## src/rtl/encoder_pkg.sv

```systemverilog
// encoder_pkg: shared constants and types for the encoder front end
// assumes a 20 MHz core clock and a register port with one-cycle read latency
`default_nettype none
package encoder_pkg;
   localparam int CLK_HZ = 20000000;
   localparam int SER_CLK_HZ = 200000;
   localparam int SER_HALF_CYCLES = CLK_HZ / (2 * SER_CLK_HZ);
   localparam int SER_GAP_US = 32;
   localparam int SER_GAP_CYCLES = (SER_GAP_US * (CLK_HZ / 1000000));
   localparam int CAPTURE_NS = 500;
   localparam int CAPTURE_CYCLES = (CAPTURE_NS * (CLK_HZ / 1000000)) / 1000;
   localparam int POS_W = 32;
   localparam int SER_MAX_BITS = 25;
   localparam int SER_EXTRA_PULSES = 2;
   // register addresses
   localparam logic [3:0] ADDR_CONTROL = 4'h0;
   localparam logic [3:0] ADDR_POSITION = 4'h1;
   localparam logic [3:0] ADDR_CAPTURE = 4'h2;
   localparam logic [3:0] ADDR_SWITCH_ON = 4'h3;
   localparam logic [3:0] ADDR_SWITCH_OFF = 4'h4;
   localparam logic [3:0] ADDR_STATUS = 4'h5;
   localparam logic [3:0] ADDR_EMUL_STEP = 4'h6;
   // control field positions
   localparam int CTL_MODE_LO = 0;
   localparam int CTL_QUAD = 2;
   localparam int CTL_GRAY = 3;
   localparam int CTL_BITS_LO = 4;
   localparam int CTL_SRC_LO = 9;
   localparam int CTL_EDGE = 11;
   localparam int CTL_ARM = 12;
   localparam int CTL_SWEN = 13;
   localparam logic [31:0] CONTROL_RESET = 32'h0000_0004;
   typedef enum logic [1:0] {MODE_INCR, MODE_EMUL, MODE_SSI} mode_t;
   typedef enum {SER_IDLE, SER_LOW, SER_HIGH} ser_state_t;
endpackage : encoder_pkg
`default_nettype wire

```

## src/rtl/ser_link_if.sv

```systemverilog
// ser_link_if: frame results passed from the serial reader to the core
// assumes both ends share clk
`timescale 1ns/1ps
`default_nettype none
interface ser_link_if;
   logic [31:0] word;   // received word, msb-aligned to bit count
   logic done;          // one-cycle frame complete pulse
   modport reader (output word, output done);
   modport core (input word, input done);
endinterface : ser_link_if
`default_nettype wire

```

## src/rtl/encoder_interface.sv

```systemverilog
// encoder_interface: incremental/ssi position front end with capture and switch
// assumes pins are asynchronous to clk and the register port is on clk
`timescale 1ns/1ps
`default_nettype none
module encoder_interface
   import encoder_pkg::*;
(
   input wire logic clk,               // 20 MHz core clock
   input wire logic reset,             // async, active high
   input wire logic [3:0] addr,        // register address
   input wire logic [31:0] wrData,     // write data
   input wire logic wrStrobe,          // write strobe
   input wire logic rdStrobe,          // read strobe
   output logic [31:0] rdData,         // read data, cycle after strobe
   input wire logic [31:0] demandPos,  // servo demand for following error
   input wire logic chanA,             // a / step pin
   input wire logic chanB,             // b / direction pin
   input wire logic indexZ,            // z index / serial data pin
   input wire logic [1:0] digIn,       // digital inputs 0 and 1
   output logic outA,                  // a / serial clock output
   output logic outAEn,                // drive enable for a pin
   output logic outB,                  // b output
   output logic outBEn,                // drive enable for b pin
   output logic position_switch_output, // digital output 8
   output logic [31:0] followError,    // demand minus measured
   output logic captureDone            // capture taken, level
);
   logic [1:0] syncA, syncB, syncZ, syncD0, syncD1;
   logic prevA_reg, prevB_reg, prevZ_reg, prevD0_reg, prevD1_reg;
   logic [31:0] control_reg, control_next;
   logic [31:0] measured_position, position_next;
   logic [31:0] capture_reg, capture_next;
   logic [31:0] swOn_reg, swOn_next, swOff_reg, swOff_next;
   logic [31:0] rd_reg, rd_next;
   logic [31:0] ferr_reg, ferr_next;
   logic armed_reg, armed_next, capDone_reg, capDone_next;
   logic sw_reg, sw_next;
   logic [31:0] emulCmd_reg, emulCmd_next;
   logic [1:0] emulPh_reg, emulPh_next;
   logic ea_reg, eb_reg, aEn_reg, bEn_reg;
   logic [2:0] warm_reg; // edges ignored until prev flops hold real pin levels
   logic serClk;
   logic [31:0] serBin;
   mode_t mode;
   logic quadMode, grayMode, edgeRise, capture_arm_command, hw_position_switch_command;
   logic [4:0] bitCount;
   logic [1:0] capSrc;
   logic curA, curB, edgeA, edgeB, inc, dec, trigLvl, trigPrev, trig;
   logic [31:0] serWord;
   ser_link_if link ();

   initial begin
      if (CAPTURE_CYCLES < 2) $error("capture window too short for synchroniser");
   end

   // two-flop synchronisers; only the second stage is read
   always_ff @(posedge clk or posedge reset) begin
      if (reset) begin
         syncA <= 2'b00;
         syncB <= 2'b00;
         syncZ <= 2'b00;
         syncD0 <= 2'b00;
         syncD1 <= 2'b00;
         warm_reg <= 3'b000;
      end else begin
         syncA <= {syncA[0], chanA};
         syncB <= {syncB[0], chanB};
         syncZ <= {syncZ[0], indexZ};
         syncD0 <= {syncD0[0], digIn[0]};
         syncD1 <= {syncD1[0], digIn[1]};
         warm_reg <= {warm_reg[1:0], 1'b1};
      end
   end

   // control field decode
   always_comb begin
      mode = mode_t'(control_reg[CTL_MODE_LO +: 2]);
      quadMode = control_reg[CTL_QUAD];
      grayMode = control_reg[CTL_GRAY];
      bitCount = control_reg[CTL_BITS_LO +: 5];
      capSrc = control_reg[CTL_SRC_LO +: 2];
      edgeRise = control_reg[CTL_EDGE];
      capture_arm_command = control_reg[CTL_ARM];
      hw_position_switch_command = control_reg[CTL_SWEN];
   end

   // quadrature / step-dir edge decoding
   always_comb begin
      curA = syncA[1];
      curB = syncB[1];
      edgeA = (curA ^ prevA_reg) && warm_reg[2];
      edgeB = (curB ^ prevB_reg) && warm_reg[2];
      inc = 1'b0;
      dec = 1'b0;
      if (quadMode) begin
         // a edge with a!=b or b edge with a==b means a leads
         if (edgeA && !edgeB) begin
            inc = (curA != curB);
            dec = (curA == curB);
         end else if (edgeB && !edgeA) begin
            inc = (curA == curB);
            dec = (curA != curB);
         end
      end else if (curA && !prevA_reg && warm_reg[2]) begin
         inc = curB;
         dec = !curB;
      end
   end

   // gray to binary for serial words, msb aligned to the word width
   always_comb begin
      serWord = 32'h0000_0000;
      for (int i = 0; i < SER_MAX_BITS; i++)
         if (i < int'(bitCount)) serWord[i] = link.word[i];
      serBin = serWord;
      if (grayMode)
         for (int i = SER_MAX_BITS - 2; i >= 0; i--)
            serBin[i] = serBin[i + 1] ^ serWord[i];
   end

   // capture trigger source select
   always_comb begin
      unique case (capSrc)
         2'b00: begin
            trigLvl = syncZ[1];
            trigPrev = prevZ_reg;
         end
         2'b01: begin
            trigLvl = syncD0[1];
            trigPrev = prevD0_reg;
         end
         default: begin
            trigLvl = syncD1[1];
            trigPrev = prevD1_reg;
         end
      endcase
      trig = warm_reg[2] && (edgeRise ? (trigLvl && !trigPrev) : (!trigLvl && trigPrev));
   end

   // position, capture, switch, emulation and register writes
   always_comb begin
      control_next = control_reg;
      position_next = measured_position;
      capture_next = capture_reg;
      swOn_next = swOn_reg;
      swOff_next = swOff_reg;
      armed_next = armed_reg;
      capDone_next = capDone_reg;
      sw_next = sw_reg;
      emulCmd_next = emulCmd_reg;
      emulPh_next = emulPh_reg;
      ferr_next = demandPos - measured_position;
      if (mode == MODE_INCR) begin
         if (inc) position_next = measured_position + 32'h0000_0001;
         else if (dec) position_next = measured_position - 32'h0000_0001;
      end else if (mode == MODE_SSI && link.done) begin
         position_next = serBin;
      end
      // emulation: step phase one quarter per count, single pin edge each
      if (mode == MODE_EMUL && emulCmd_reg != 32'h0000_0000) begin
         if (emulCmd_reg[31]) begin
            emulPh_next = emulPh_reg - 2'b01;
            emulCmd_next = emulCmd_reg + 32'h0000_0001;
            position_next = measured_position - 32'h0000_0001;
         end else begin
            emulPh_next = emulPh_reg + 2'b01;
            emulCmd_next = emulCmd_reg - 32'h0000_0001;
            position_next = measured_position + 32'h0000_0001;
         end
      end
      // capture latches the count that the edge saw, no software path
      if (armed_reg && trig && mode != MODE_EMUL) begin
         capture_next = measured_position;
         armed_next = 1'b0;
         capDone_next = 1'b1;
      end
      if (hw_position_switch_command) begin
         if (measured_position == swOn_reg) sw_next = 1'b1;
         else if (measured_position == swOff_reg) sw_next = 1'b0;
      end else begin
         sw_next = 1'b0;
      end
      if (wrStrobe) begin
         unique case (addr)
            ADDR_CONTROL: begin
               control_next = wrData;
               control_next[CTL_ARM] = 1'b0;
               if (wrData[CTL_BITS_LO +: 5] > 5'(SER_MAX_BITS))
                  control_next[CTL_BITS_LO +: 5] = 5'(SER_MAX_BITS);
               // arming clears done; a capture in the same cycle still wins
               if (wrData[CTL_ARM]) begin
                  armed_next = !(armed_reg && trig);
                  capDone_next = armed_reg && trig;
               end
            end
            ADDR_POSITION: position_next = wrData;
            ADDR_SWITCH_ON: swOn_next = wrData;
            ADDR_SWITCH_OFF: swOff_next = wrData;
            ADDR_EMUL_STEP: emulCmd_next = wrData;
            default: ;
         endcase
      end
   end

   // read mux, data valid the cycle after the strobe only
   always_comb begin
      rd_next = 32'h0000_0000;
      if (rdStrobe) begin
         unique case (addr)
            ADDR_CONTROL: rd_next = control_reg;
            ADDR_POSITION: rd_next = measured_position;
            ADDR_CAPTURE: rd_next = capture_reg;
            ADDR_SWITCH_ON: rd_next = swOn_reg;
            ADDR_SWITCH_OFF: rd_next = swOff_reg;
            ADDR_STATUS: rd_next = {29'h0, sw_reg, capDone_reg, armed_reg};
            ADDR_EMUL_STEP: rd_next = emulCmd_reg;
            default: rd_next = 32'h0000_0000;
         endcase
      end
   end

   always_ff @(posedge clk or posedge reset) begin
      if (reset) begin
         control_reg <= CONTROL_RESET;
         measured_position <= 32'h0000_0000;
         capture_reg <= 32'h0000_0000;
         swOn_reg <= 32'h0000_0000;
         swOff_reg <= 32'h0000_0000;
         rd_reg <= 32'h0000_0000;
         ferr_reg <= 32'h0000_0000;
         armed_reg <= 1'b0;
         capDone_reg <= 1'b0;
         sw_reg <= 1'b0;
         emulCmd_reg <= 32'h0000_0000;
         emulPh_reg <= 2'b00;
         prevA_reg <= 1'b0;
         prevB_reg <= 1'b0;
         prevZ_reg <= 1'b0;
         prevD0_reg <= 1'b0;
         prevD1_reg <= 1'b0;
         ea_reg <= 1'b0;
         eb_reg <= 1'b0;
         aEn_reg <= 1'b0;
         bEn_reg <= 1'b0;
      end else begin
         control_reg <= control_next;
         measured_position <= position_next;
         capture_reg <= capture_next;
         swOn_reg <= swOn_next;
         swOff_reg <= swOff_next;
         rd_reg <= rd_next;
         ferr_reg <= ferr_next;
         armed_reg <= armed_next;
         capDone_reg <= capDone_next;
         sw_reg <= sw_next;
         emulCmd_reg <= emulCmd_next;
         emulPh_reg <= emulPh_next;
         prevA_reg <= syncA[1];
         prevB_reg <= syncB[1];
         prevZ_reg <= syncZ[1];
         prevD0_reg <= syncD0[1];
         prevD1_reg <= syncD1[1];
         // gray phase sequence 00,10,11,01 on a/b, serial clock on a in ssi mode
         ea_reg <= (mode == MODE_SSI) ? serClk : (emulPh_next[1] ^ emulPh_next[0]);
         eb_reg <= emulPh_next[1];
         aEn_reg <= (mode != MODE_INCR); // a pin is an input while counting
         bEn_reg <= (mode == MODE_EMUL);
      end
   end

   // serial engine shares the z pin as data
   ssi_reader u_ssi (
      .clk(clk),
      .reset(reset),
      .enable(mode == MODE_SSI && bitCount != 5'h00),
      .bitCount(bitCount),
      .serData(syncZ[1]),
      .serClk(serClk),
      .link(link)
   );

   assign rdData = rd_reg;
   assign followError = ferr_reg;
   assign captureDone = capDone_reg;
   assign position_switch_output = sw_reg;
   assign outA = ea_reg;
   assign outB = eb_reg;
   assign outAEn = aEn_reg;
   assign outBEn = bEn_reg;

   chk_count_up: assert property (@(posedge clk) disable iff (reset)
      (mode == MODE_INCR && inc && !wrStrobe) |=> measured_position == $past(measured_position) + 32'h0000_0001)
      else $error("forward edge did not count up");
   chk_count_down: assert property (@(posedge clk) disable iff (reset)
      (mode == MODE_INCR && dec && !wrStrobe) |=> measured_position == $past(measured_position) - 32'h0000_0001)
      else $error("reverse edge did not count down");
   chk_single_count: assert property (@(posedge clk) disable iff (reset)
      !(inc && dec)) else $error("up and down at once");
   chk_capture_value: assert property (@(posedge clk) disable iff (reset)
      (armed_reg && trig && mode != MODE_EMUL) |=> capture_reg == $past(measured_position) && capDone_reg)
      else $error("capture missed position");
   chk_capture_fast: assert property (@(posedge clk) disable iff (reset)
      (armed_reg && trig && mode != MODE_EMUL) |-> ##1 !armed_reg)
      else $error("capture too slow");
   chk_switch_on: assert property (@(posedge clk) disable iff (reset)
      (hw_position_switch_command && measured_position == swOn_reg) |=> position_switch_output)
      else $error("switch did not turn on");
   chk_switch_off: assert property (@(posedge clk) disable iff (reset)
      (hw_position_switch_command && measured_position == swOff_reg && measured_position != swOn_reg)
      |=> !position_switch_output) else $error("switch did not turn off");
   chk_ssi_load: assert property (@(posedge clk) disable iff (reset)
      (mode == MODE_SSI && link.done && !wrStrobe) |=> measured_position == $past(serBin))
      else $error("serial word not loaded");
   chk_bits_limit: assert property (@(posedge clk) disable iff (reset)
      bitCount <= 5'(SER_MAX_BITS)) else $error("bit count above limit");
endmodule : encoder_interface
`default_nettype wire

```

## src/rtl/ssi_reader.sv

```systemverilog
// ssi_reader: continuous serial absolute frame engine
// assumes serData already synchronised to clk
`timescale 1ns/1ps
`default_nettype none
module ssi_reader
   import encoder_pkg::*;
(
   input wire logic clk,             // core clock
   input wire logic reset,           // async, active high
   input wire logic enable,          // run frames
   input wire logic [4:0] bitCount,  // position word width n
   input wire logic serData,         // synchronised data
   output logic serClk,              // clock to encoder, idles high
   ser_link_if.reader link           // frame results
);
   localparam logic [15:0] HALF = 16'(SER_HALF_CYCLES);
   localparam logic [15:0] GAP = 16'(SER_GAP_CYCLES);
   ser_state_t state_reg, state_next;
   logic [15:0] timer_reg, timer_next;
   logic [5:0] pulse_reg, pulse_next;
   logic [31:0] shift_reg, shift_next;
   logic clk_reg, clk_next, done_reg, done_next;
   // frame sequencing: n+2 pulses, then 32 us idle, repeat
   always_comb begin
      state_next = state_reg;
      timer_next = timer_reg - 16'h0001;
      pulse_next = pulse_reg;
      shift_next = shift_reg;
      clk_next = clk_reg;
      done_next = 1'b0;
      unique case (state_reg)
         SER_IDLE: begin
            clk_next = 1'b1;
            if (!enable) timer_next = GAP;
            else if (timer_reg == 16'h0000) begin
               state_next = SER_LOW;
               clk_next = 1'b0;
               timer_next = HALF - 16'h0001;
               pulse_next = 6'h00;
            end
         end
         SER_LOW: if (timer_reg == 16'h0000) begin
            state_next = SER_HIGH;
            clk_next = 1'b1;
            timer_next = HALF - 16'h0001;
            // data valid around the rising edge, msb first; skip first pulse
            if (pulse_reg != 6'h00 && pulse_reg <= {1'b0, bitCount})
               shift_next = {shift_reg[30:0], serData};
         end
         SER_HIGH: if (timer_reg == 16'h0000) begin
            if (pulse_reg == {1'b0, bitCount} + 6'(SER_EXTRA_PULSES - 1)) begin
               state_next = SER_IDLE;
               timer_next = GAP - 16'h0001;
               done_next = 1'b1;
            end else begin
               state_next = SER_LOW;
               clk_next = 1'b0;
               timer_next = HALF - 16'h0001;
               pulse_next = pulse_reg + 6'h01;
            end
         end
      endcase
   end
   always_ff @(posedge clk or posedge reset) begin
      if (reset) begin
         state_reg <= SER_IDLE;
         timer_reg <= 16'h0000;
         pulse_reg <= 6'h00;
         shift_reg <= 32'h0000_0000;
         clk_reg <= 1'b1;
         done_reg <= 1'b0;
      end else begin
         state_reg <= state_next;
         timer_reg <= timer_next;
         pulse_reg <= pulse_next;
         shift_reg <= shift_next;
         clk_reg <= clk_next;
         done_reg <= done_next;
      end
   end
   assign serClk = clk_reg;
   assign link.word = shift_reg;
   assign link.done = done_reg;
   chk_gap_length: assert property (@(posedge clk) disable iff (reset)
      $rose(done_reg) |-> serClk [*8]) else $error("serial clock not idle after frame");
endmodule : ssi_reader
`default_nettype wire
```

## config.mk

```make
export PLATFORM = sky130hd
export DESIGN_NAME = encoder_interface
export DESIGN_NICKNAME = d
export VERILOG_FILES = /design/src/rtl/encoder_pkg.sv /design/src/rtl/ser_link_if.sv /design/src/rtl/encoder_interface.sv /design/src/rtl/ssi_reader.sv
export SDC_FILE = /design/constraint.sdc
export NUM_CORES = 1
export LEC_CHECK = 0
export BUFFER_PORTS_ARGS = -buffer_cell sky130_fd_sc_hd__buf_2
export CORE_ASPECT_RATIO = 0.9
export CORE_MARGIN = 1.5
export CORE_UTILIZATION = 39
export DETAILED_ROUTE_END_ITERATION = 8
export GPL_ROUTABILITY_DRIVEN = 0
export PLACE_DENSITY_LB_ADDON = 0.15
export SLEW_MARGIN = 40
export SYNTH_ARGS = -nofsm -noshare
export SYNTH_HDL_FRONTEND = slang
export SYNTH_SLANG_ARGS = --single-unit
```

## constraint.sdc

```tcl
create_clock -name clk -period 14.56 [get_ports clk]
set_input_delay 2.912 -clock clk [delete_from_list [all_inputs] [get_ports clk]]
set_output_delay 2.912 -clock clk [all_outputs]
set_load 0.1 [all_outputs]
```

==> results.md, run 1 <==
* Worst path cell trace: buf_2 -> inv_1 -> ha_1 -> fa_1 -> nand2b_1 -> a21boi_0 -> o21ai_0 -> a21oi_1 -> o21ai_0 -> a211oi_1 -> o21bai_1 -> a21boi_0 -> o211ai_1 -> a21boi_0 -> nor4_1 -> a311o_1
* FF/Latch Area at 0.00831 mm^2
* Fin nets at 2,503
* GRT Total Usage at 25.6%
* # DRC at 0
* Worst r2r src: control_reg[6]
* Crit path max fanout at 4
* Initial DRC count at 1,704
* Status: finished, final reports clean
* Reg-to-Reg End: measured_position[0]
* Clock latency at the later pin of the worst-skew pair at 0.57 ns
* Final Hold Violating Endpoints at 0
* Detail Placement HPWL at 50,400 um
* Worst reg2reg setup slack at 9.90 ns
* MaxCap Viol Count at 0
* Worst Setup End Kind: flop
* Total wire length at 70,000 um
* Hold_ws at 0.347 ns
* Clock root buffer: clkbuf_16
* Reg2reg path depth at 12
* Hold Crit Endpoint: warm_reg[1]
* Rows at 79
* Slowest CP cell: a211oi_1
* Largest stage delay, worst path at 0.49 ns
* Hold crit path type: reg2reg
* Core Region at 0.0519 mm^2
* IO Port Bufs at 146
* Max Slew Vio Count at 0
* Post-synth EDFFs at 0
* Multi-input logic area at 0.0115 mm^2
* Cell area power density at 216 mW/mm^2
* Post-Synthesis Cells at 2,258
* Syn_nets at 2,416
* Synth Warn # at 0
* Finish-stage setup viols at 0
* Post-synthesis cell area at 0.0206 mm^2
* # resized after CTS at 0
* Setup repair bufs after CTS at 0
* Peak Freq at 167 MHz
* TritonCTS buffer count at 42
* Arrival @ worst endpoint at 6.44 ns
* Top cell type's share of synthesized area at 40.2%
* Clk buf depth at 3
* Fin crit period at 5.98 ns
* Global-route wire length before repair at 106,000 um
* H-tree Lvls at 2
* Antenna-violating nets left at 0
* Final worst path period share at 41.1%
* Die W at 245 um
* Ys flop type: dfrtp_1
* Seq/Total Area, Yosys at 40.4%
* RSZ-0062 raised after global routing: no
* Clk_skew at 0.0113 ns
* Die Ht at 221 um
* 1st-pass router iterations at 8
* Tightest Pin Transition at 0.810 ns
* Clk sinks at 332
* Synth top area cells: dfrtp_1 40%, mux2_2 6.6%, xnor2_1 5.2%, ha_1 4.8%, a21oi_1 4.3%
* WP data required at 15.02 ns
* Max IR drop VDD at 166 uV
* Area growth syn-to-layout at 13.7%
* Average size of a mapped cell at 9.10 um^2
* Hold_buf cts at 0
* Die ar. at 0.0541 mm^2
* CTS tree: built
* Worst Setup Start Kind: input port
* Vias in the first global route at 17,200
* CP Class: in2reg
* Hold Path Cell Cnt at 0
* # fillers at 5,056
* Drt via density at 5.89
* Static Leakage at 9.99 nW
* Slew headroom at 46.0%
* Share of cells above drive strength 1 at 16.6%
* Initial Util at 39.6%
* Initial antenna violation count at 4
* Most common cell on crit path: a21boi_0
* Distinct cells, synth at 78
* Top Ports at 147
* Hold path start: warm_reg[0]
* Dpl cells at 2,988
* Setup TNS at 0 ns
* Synth async-reset ratio at 100%
* Clock-pin slew on the worst setup and hold paths at 0.06 ns
* Number of synthesized register bits at 332
* Non-Filler Instances at 3,064
* Total number of vias at 18,100
* Global route overflow at 0
* Largest net degree at the start of global routing at 152
* Detailed-route wire length per cell at 22.8 um
* Cell taking the most area after synthesis: dfrtp_1
## metrics by stage
step / util (%) / area [um^2] / setup WS, ns / total power [mW]
detailed placement: 42.3 / 22000 / 8.03 / 3.96
CTS: 45.0 / 23300 / 8.61 / 5.05
global placement: 42.3 / 21900 / 8.09 / 3.93
global route: 45.0 / 23400 / 8.12 / 5.36
finish: 45.0 / 23400 / 8.58 / 5.05
floorplan: - / 20600 / 2.45 / 3.33
## worst max-delay path, delay by kind of cell
family | cells | cell delay (ns)
AND/OR/NAND/NOR | 2 | 0.22
buffers and inverters | 2 | 0.11
AO/OA/AOI/OAI | 10 | 2.58
adder cells (fa/ha/maj) | 2 | 0.61
## per-layer routing
| layer | part of all wire (%) | vias to the layer above | track usage (%) |
|---|---|---|---|
| met1 | 44 | 8922 | 35.5 |
| met2 | 46 | 656 | 41.7 |
| met3 | 6.8 | 127 | 3.37 |
| li1 | - | 8350 | - |
| met4 | 2.9 | 4 | 8.00 |
| met5 | 0.026 | - | 0 |
## cell usage after synthesis (all sizes together) (16+ instances only)
| cell type | number |
|---|---|
| a31oi | 59 |
| ha | 79 |
| dfrtp | 330 |
| nand4 | 26 |
| nor2 | 174 |
| inv | 70 |
| buf | 18 |
| xnor2 | 124 |
| nor2b | 16 |
| xor2 | 66 |
| a21o | 24 |
| nand2b | 30 |
| nor4 | 35 |
| nand2 | 197 |
| nor3 | 61 |
| clkbuf | 118 |
| a22oi | 99 |
| a21oi | 177 |
| o21ai | 148 |
| nand3 | 58 |
| mux2 | 120 |
## logic make-up (layout without fill, tap and decap cells)
| group | count (synthesis) | count (layout) | synth area share [%] |
|---|---|---|---|
| AO/OA/AOI/OAI | 638 | 638 | 19.5 |
| AND/OR/NAND/NOR | 671 | 671 | 15.4 |
| buffers and inverters | 210 | 327 | 3.88 |
| flip-flops | 332 | 332 | 40.4 |
| multiplexers | 131 | 131 | 7.11 |
| XOR/XNOR | 194 | 194 | 8.66 |
| other | 1 | 2 | 0.0182 |
| adder cells (fa/ha/maj) | 81 | 81 | 5.00 |
## cell usage in the layout, fill, tap and decap left out, types with 59 or more instances in the layout
| cell | instances |
|---|---|
| dfrtp_1 | 329 |
| a31oi_1 | 59 |
| nor2_1 | 171 |
| xor2_1 | 65 |
| ha_1 | 79 |
| a21oi_1 | 177 |
| o21ai_0 | 147 |
| nand2_1 | 197 |
| inv_1 | 68 |
| buf_2 | 146 |
| mux2_2 | 120 |
| xnor2_1 | 122 |
| a22oi_1 | 99 |
## area by class of cell
| type | instances | area share [%] |
|---|---|---|
| Antenna cell | 1 | 0.0107 |
| Clock buffer | 59 | 5.12 |
| Clock inverter | 15 | 0.808 |
| Inverter | 74 | 1.24 |
| Multi-Input combinational cell | 1716 | 49.2 |
| Sequential cell | 332 | 35.6 |
| Tap cell | 688 | 3.68 |
| Timing Repair Buffer | 179 | 4.37 |
## where the power goes
group	leakage (nW)	internal [mW]	switching (mW)
logic	5.16	0.845	1.58
registers	4.16	1.19	0.368
clock network	0.670	0.642	0.425
total	9.99	2.68	2.37
## worst max-delay path by stage
stage,from,endpoint,slack (ns),cells past startpoint
6_report,demandPos[0],followError[30],8.58,16
3_5_place_dp,demandPos[0],followError[30],8.03,16
4_1_cts,demandPos[0],followError[30],8.61,16
3_3_place_gp,demandPos[0],followError[30],8.09,16
2_1_floorplan,reset,armed_reg,2.45,1
5_1_grt,demandPos[0],followError[30],8.12,16
No activity file was read; power rests on OpenSTA's default activity.
==> run 2, diff against run 1 <==
ABC_AREA = 1   (was unset)
clock period = 6 ns   (was 14.56 ns; I/O delays follow)
==> results.md, run 2 <==
* Detailed-route wire length per cell at 20.7 um
* Non-Filler Instances at 3,474
* Tightest Pin Transition at 0.838 ns
* DP Worst Slack at 0.540 ns
* Average size of a mapped cell at 7.84 um^2
* Hold crit path type: reg2reg
* Final Hold Violating Endpoints at 0
* GRT Total Usage at 26.1%
* Setup TNS at 0 ns
* Static Leakage at 10.8 nW
* Number of synthesized register bits at 332
* Detail Placement HPWL at 51,900 um
* Top cell type's share of synthesized area at 39.6%
* Hold Path Cell Cnt at 0
* Seq/Total Area, Yosys at 39.8%
* # diodes at 0
* Die Ht at 222 um
* Dpl cells at 3,400
* Max IR drop VDD at 488 uV
* 1st-pass router iterations at 6
* Synth async-reset ratio at 100%
* Slew headroom at 42.7%
* Synth top area cells: dfrtp_1 40%, nand2_1 7.6%, o21ai_0 6.7%, a21oi_1 5.3%, inv_1 5.1%
* Most common cell on crit path: a21oi_1
* Initial DRC count at 2,150
* Clock root buffer: clkbuf_16
* Cell area power density at 540 mW/mm^2
* Post-Synthesis Cells at 2,662
* Global route overflow at 0
* Design Area, Final at 0.0236 mm^2
* Antenna-violating nets left at 0
* CTS tree: built
* Largest stage delay, worst path at 0.55 ns
* Clock latency at the later pin of the worst-skew pair at 0.59 ns
* MaxCap Viol Count at 0
* # resized after CTS at 0
* TritonCTS buffer count at 41
* Die ar. at 0.0549 mm^2
* Hold_buf cts at 0
* Count leader, synth: nand2_1
* Max Slew Vio Count at 0
* Clk sinks at 332
* Worst r2r src: measured_position[2]
* Total number of vias at 19,900
* Final worst slack at 0.880 ns
* RSZ-0062 raised after global routing: no
* Finish-stage setup viols at 0
* Largest net degree at the start of global routing at 141
* Clk_skew at 0.0148 ns
* Distinct cells, synth at 64
* Die W at 247 um
* Syn_nets at 2,820
* Initial Util at 39.4%
* Most common cell after layout, fill and taps aside: nand2_1
* IO Port Bufs at 146
* Hold path start: syncZ[0]
* Global-route wire length before repair at 111,000 um
* Reg2reg path depth at 28
* Cell taking the most area after synthesis: dfrtp_1
* Setup repair bufs after CTS at 0
* Post-synthesis cell area at 0.0209 mm^2
* Clock-pin slew on the worst setup and hold paths at 0.06 ns
* Total wire length at 72,000 um
* Worst reg2reg setup slack at 0.88 ns
* Ys flop type: dfrtp_1
* # DRC at 0
* Worst Setup Start Kind: flop
* Fin nets at 2,905
* DP Area at 0.0222 mm^2
* Drt via density at 5.73
* Share of cells above drive strength 1 at 11.9%
* Most frequent cells in the layout: 420 x nand2_1, 330 x dfrtp_1, 280 x inv_1, 280 x o21ai_0, 220 x a21oi_1
* Hold Crit Endpoint: syncZ[1]
* WP data required at 6.47 ns
* Status: finished, final reports clean
* Initial antenna violation count at 1
* CP Class: reg2reg
* Arrival @ worst endpoint at 5.59 ns
* Crit path max fanout at 9
* Peak Freq at 195 MHz
* Post-synth EDFFs at 0
* Rows at 80
* Area growth syn-to-layout at 13.1%
* Top Ports at 147
* Fin crit period at 5.12 ns
* Final worst path period share at 85.3%
* Vias in the first global route at 18,600
* Synth top cells by count: 423 x nand2_1, 330 x dfrtp_1, 284 x inv_1, 280 x o21ai_0, 220 x a21oi_1
* Reg-to-Reg End: followError[31]
* H-tree Lvls at 2
* Slowest CP cell: dfrtp_1
* Worst Setup End Kind: flop
* Core Region at 0.0530 mm^2
* Synth Warn # at 0
* Clk buf depth at 3
-- run 2: cell types whose count changed after synthesis, sizes merged, moves of 30 or more --
cell,previous run,this run
nand3,58,142
o21ai,148,290
mux2,120,12
a221oi,6,37
nand2,197,442
a22oi,99,25
o211ai,12,56
a21oi,177,224
nand2b,30,0
xnor2,124,71
inv,70,291
-- run 2: kinds of logic after synthesis --
kind of cell	share of synthesized area, %
AO/OA/AOI/OAI	21.5
XOR/XNOR	6.59
adder cells (fa/ha/maj)	4.93
buffers and inverters	8.30
flip-flops	39.8
multiplexers	0.647
other	0.0180
AND/OR/NAND/NOR	18.3
-- run 2: cell type report --
| type | instances | area (um^2) |
|---|---|---|
| flip-flops and latches | 332 | 8310 |
| inverters | 303 | 1160 |
| clock buffers | 56 | 1190 |
| fillers | 5266 | 29300 |
| repair buffers | 178 | 1030 |
| well taps | 697 | 872 |
| multi-input cells | 1891 | 10900 |
| clock inverters | 17 | 169 |
-- run 2: stage by stage --
stage               total power, mW  hold WS (ns)  util [%]
finish                         12.8         0.346      44.6
global route                   13.7         0.353      44.6
CTS                            12.7         0.349      44.5
floorplan                      8.51         0.331         -
detailed placement             10.1         0.336      41.9
global placement               10.0         0.333      41.9
-- run 2: critical path: cells and delay by family, from the launching register on --
kind	cells	cell delay [ns]
compound gates	15	2.84
buf+inv	6	0.64
flops	1	0.55
fa+ha+maj	1	0.42
simple gates	5	0.39
xor+xnor	1	0.16
-- run 2: how the worst max path moves through the flow --
stage                          from         endpoint  slack [ns]  cells after the start
2_1_floorplan                 reset        armed_reg        0.37                      1
3_3_place_gp           demandPos[2]  followError[31]        0.62                     28
3_5_place_dp           demandPos[2]  followError[31]        0.54                     28
4_1_cts        measured_position[2]  followError[31]        0.94                     28
5_1_grt        measured_position[2]  followError[31]        0.38                     28
6_report       measured_position[2]  followError[31]        0.88                     28
-- run 2: metal layers --
layer  vias up  share of wire [%]  global-route usage [%]
li1       9261                  -                       -
met1      9615                 47                    39.5
met2       914                 43                    38.6
met3       112                8.0                    3.15
met4         0                2.8                    8.08
met5         -                  0                       0
-- run 2: power breakdown --
| group | switching, mW | total (mW) | internal, mW | leakage (nW) |
|---|---|---|---|---|
| Clock | 1.04 | 2.53 | 1.49 | 0.685 |
| Combinational | 4.40 | 6.43 | 2.03 | 5.99 |
| Sequential | 0.871 | 3.79 | 2.92 | 4.16 |
==> run 3, diff against run 2 <==
PLACE_DENSITY = 0.54   (was unset)
PLACE_DENSITY_LB_ADDON = unset   (was 0.15)
clock period = 5.9 ns   (was 6 ns; I/O delays follow)
==> results.md, run 3 (synthesized netlist as in run 2, its figures left out) <==
* # diodes at 0
* Global-route wire length before repair at 111,000 um
* CTS tree: built
* GRT Total Usage at 26.3%
* Final worst slack at 0.953 ns
* Vias in the first global route at 18,700
* Final Power at 13.0 mW
* Most common cell after layout, fill and taps aside: nand2_1
* DP Worst Slack at 0.523 ns
* Detailed-route wire length per cell at 20.9 um
* Crit path max fanout at 9
* Cell area power density at 550 mW/mm^2
* Worst Setup End Kind: flop
* H-tree Lvls at 2
* Static Leakage at 10.8 nW
* Clock-pin slew on the worst setup and hold paths at 0.06 ns
* Detail Placement HPWL at 52,600 um
* MaxCap Viol Count at 0
* Arrival @ worst endpoint at 5.40 ns
* Global route overflow at 0
* Die W at 247 um
* Largest net degree at the start of global routing at 138
* Core Region at 0.0530 mm^2
* Peak Freq at 202 MHz
* 1st-pass router iterations at 6
* Clk buf depth at 3
* Total wire length at 72,600 um
* Tightest Pin Transition at 0.819 ns
* IO Port Bufs at 146
* Max IR drop VDD at 404 uV
* Clock latency at the later pin of the worst-skew pair at 0.58 ns
* Clk sinks at 332
* Antenna-violating nets left at 0
* Setup repair bufs after CTS at 0
* Final worst path period share at 83.8%
* Finish-stage setup viols at 0
* Slowest CP cell: dfrtp_1
* Most common cell on crit path: a21oi_1
* WP data required at 6.35 ns
* Initial antenna violation count at 0
* Initial DRC count at 2,007
* Design Area, Final at 0.0236 mm^2
* Final Hold Violating Endpoints at 0
* # resized after CTS at 0
* Clock root buffer: clkbuf_16
* Initial Util at 39.4%
* Die ar. at 0.0549 mm^2
* Die Ht at 222 um
* Fin crit period at 4.95 ns
* Status: finished, final reports clean
* Slew headroom at 44.0%
* Setup TNS at 0 ns
* Rows at 80
* Clk_skew at 0.0164 ns
* Max Slew Vio Count at 0
* Worst Setup Start Kind: flop
* CP Class: reg2reg
* Most frequent cells in the layout: 420 x nand2_1, 330 x dfrtp_1, 280 x o21ai_0
* Top Ports at 147
* Hold crit path type: reg2reg
* Total number of vias at 19,800
* Hold_buf cts at 0
* DP Area at 0.0222 mm^2
* RSZ-0062 raised after global routing: no
* TritonCTS buffer count at 41
* # fillers at 5,233
* Fin nets at 2,905
* # DRC at 0
* Drt via density at 5.69
* Share of cells above drive strength 1 at 11.6%
* Largest stage delay, worst path at 0.54 ns
* Area growth syn-to-layout at 13.0%
[run 3: cell type report]
| class | instances | area (um^2) | area share (%) |
|---|---|---|---|
| multi-input cells | 1891 | 10900 | 46.1 |
| repair buffers | 178 | 1020 | 4.34 |
| clock buffers | 65 | 1250 | 5.29 |
| well taps | 697 | 872 | 3.70 |
| clock inverters | 8 | 120 | 0.509 |
| flip-flops and latches | 332 | 8310 | 35.2 |
| inverters | 303 | 1150 | 4.89 |
[run 3: layer usage]
metal | vias to the layer above | global-route usage, % | wire length (um)
met5 | - | 0 | 0
met4 | 0 | 8.93 | 2240
met3 | 119 | 3.65 | 5480
met2 | 800 | 38.3 | 30900
met1 | 9573 | 39.5 | 34000
li1 | 9258 | - | -
[run 3: worst paths after layout]
kind                                 startpoint               endpoint  slack (ns)  cells after the start
setup / recovery           measured_position[2]        followError[31]        0.95                     28
hold / removal                         syncZ[0]               syncZ[1]        0.34                      0
setup reg to reg           measured_position[2]        followError[31]        0.95                     28
hold reg to reg                        syncZ[0]               syncZ[1]        0.34                      0
max in group asynchronous                 reset  measured_position[31]        4.07                      4
min in group asynchronous                 reset     u_ssi.link.word[8]        0.67                      2
[run 3: metrics by stage]
step	instances	hold WS [ns]	util, %
2_1_floorplan	2662	0.331	-
3_3_place_gp	3400	0.334	41.9
3_5_place_dp	3400	0.336	41.9
4_1_cts	3473	0.347	44.5
5_1_grt	3474	0.361	44.6
6_report	3474	0.345	44.6
[run 3: worst max-delay path, delay by kind of cell, from the launching register on]
kind / cells / cell delay, ns
compound gates: 15 / 2.70
buf+inv: 6 / 0.60
flops: 1 / 0.54
fa+ha+maj: 1 / 0.40
simple gates: 5 / 0.38
xor+xnor: 1 / 0.16
[run 3: power by group]
| group | internal [mW] | total, mW | switching (mW) |
|---|---|---|---|
| Sequential | 2.97 | 3.87 | 0.900 |
| Combinational | 2.06 | 6.51 | 4.46 |
| Clock | 1.54 | 2.60 | 1.06 |
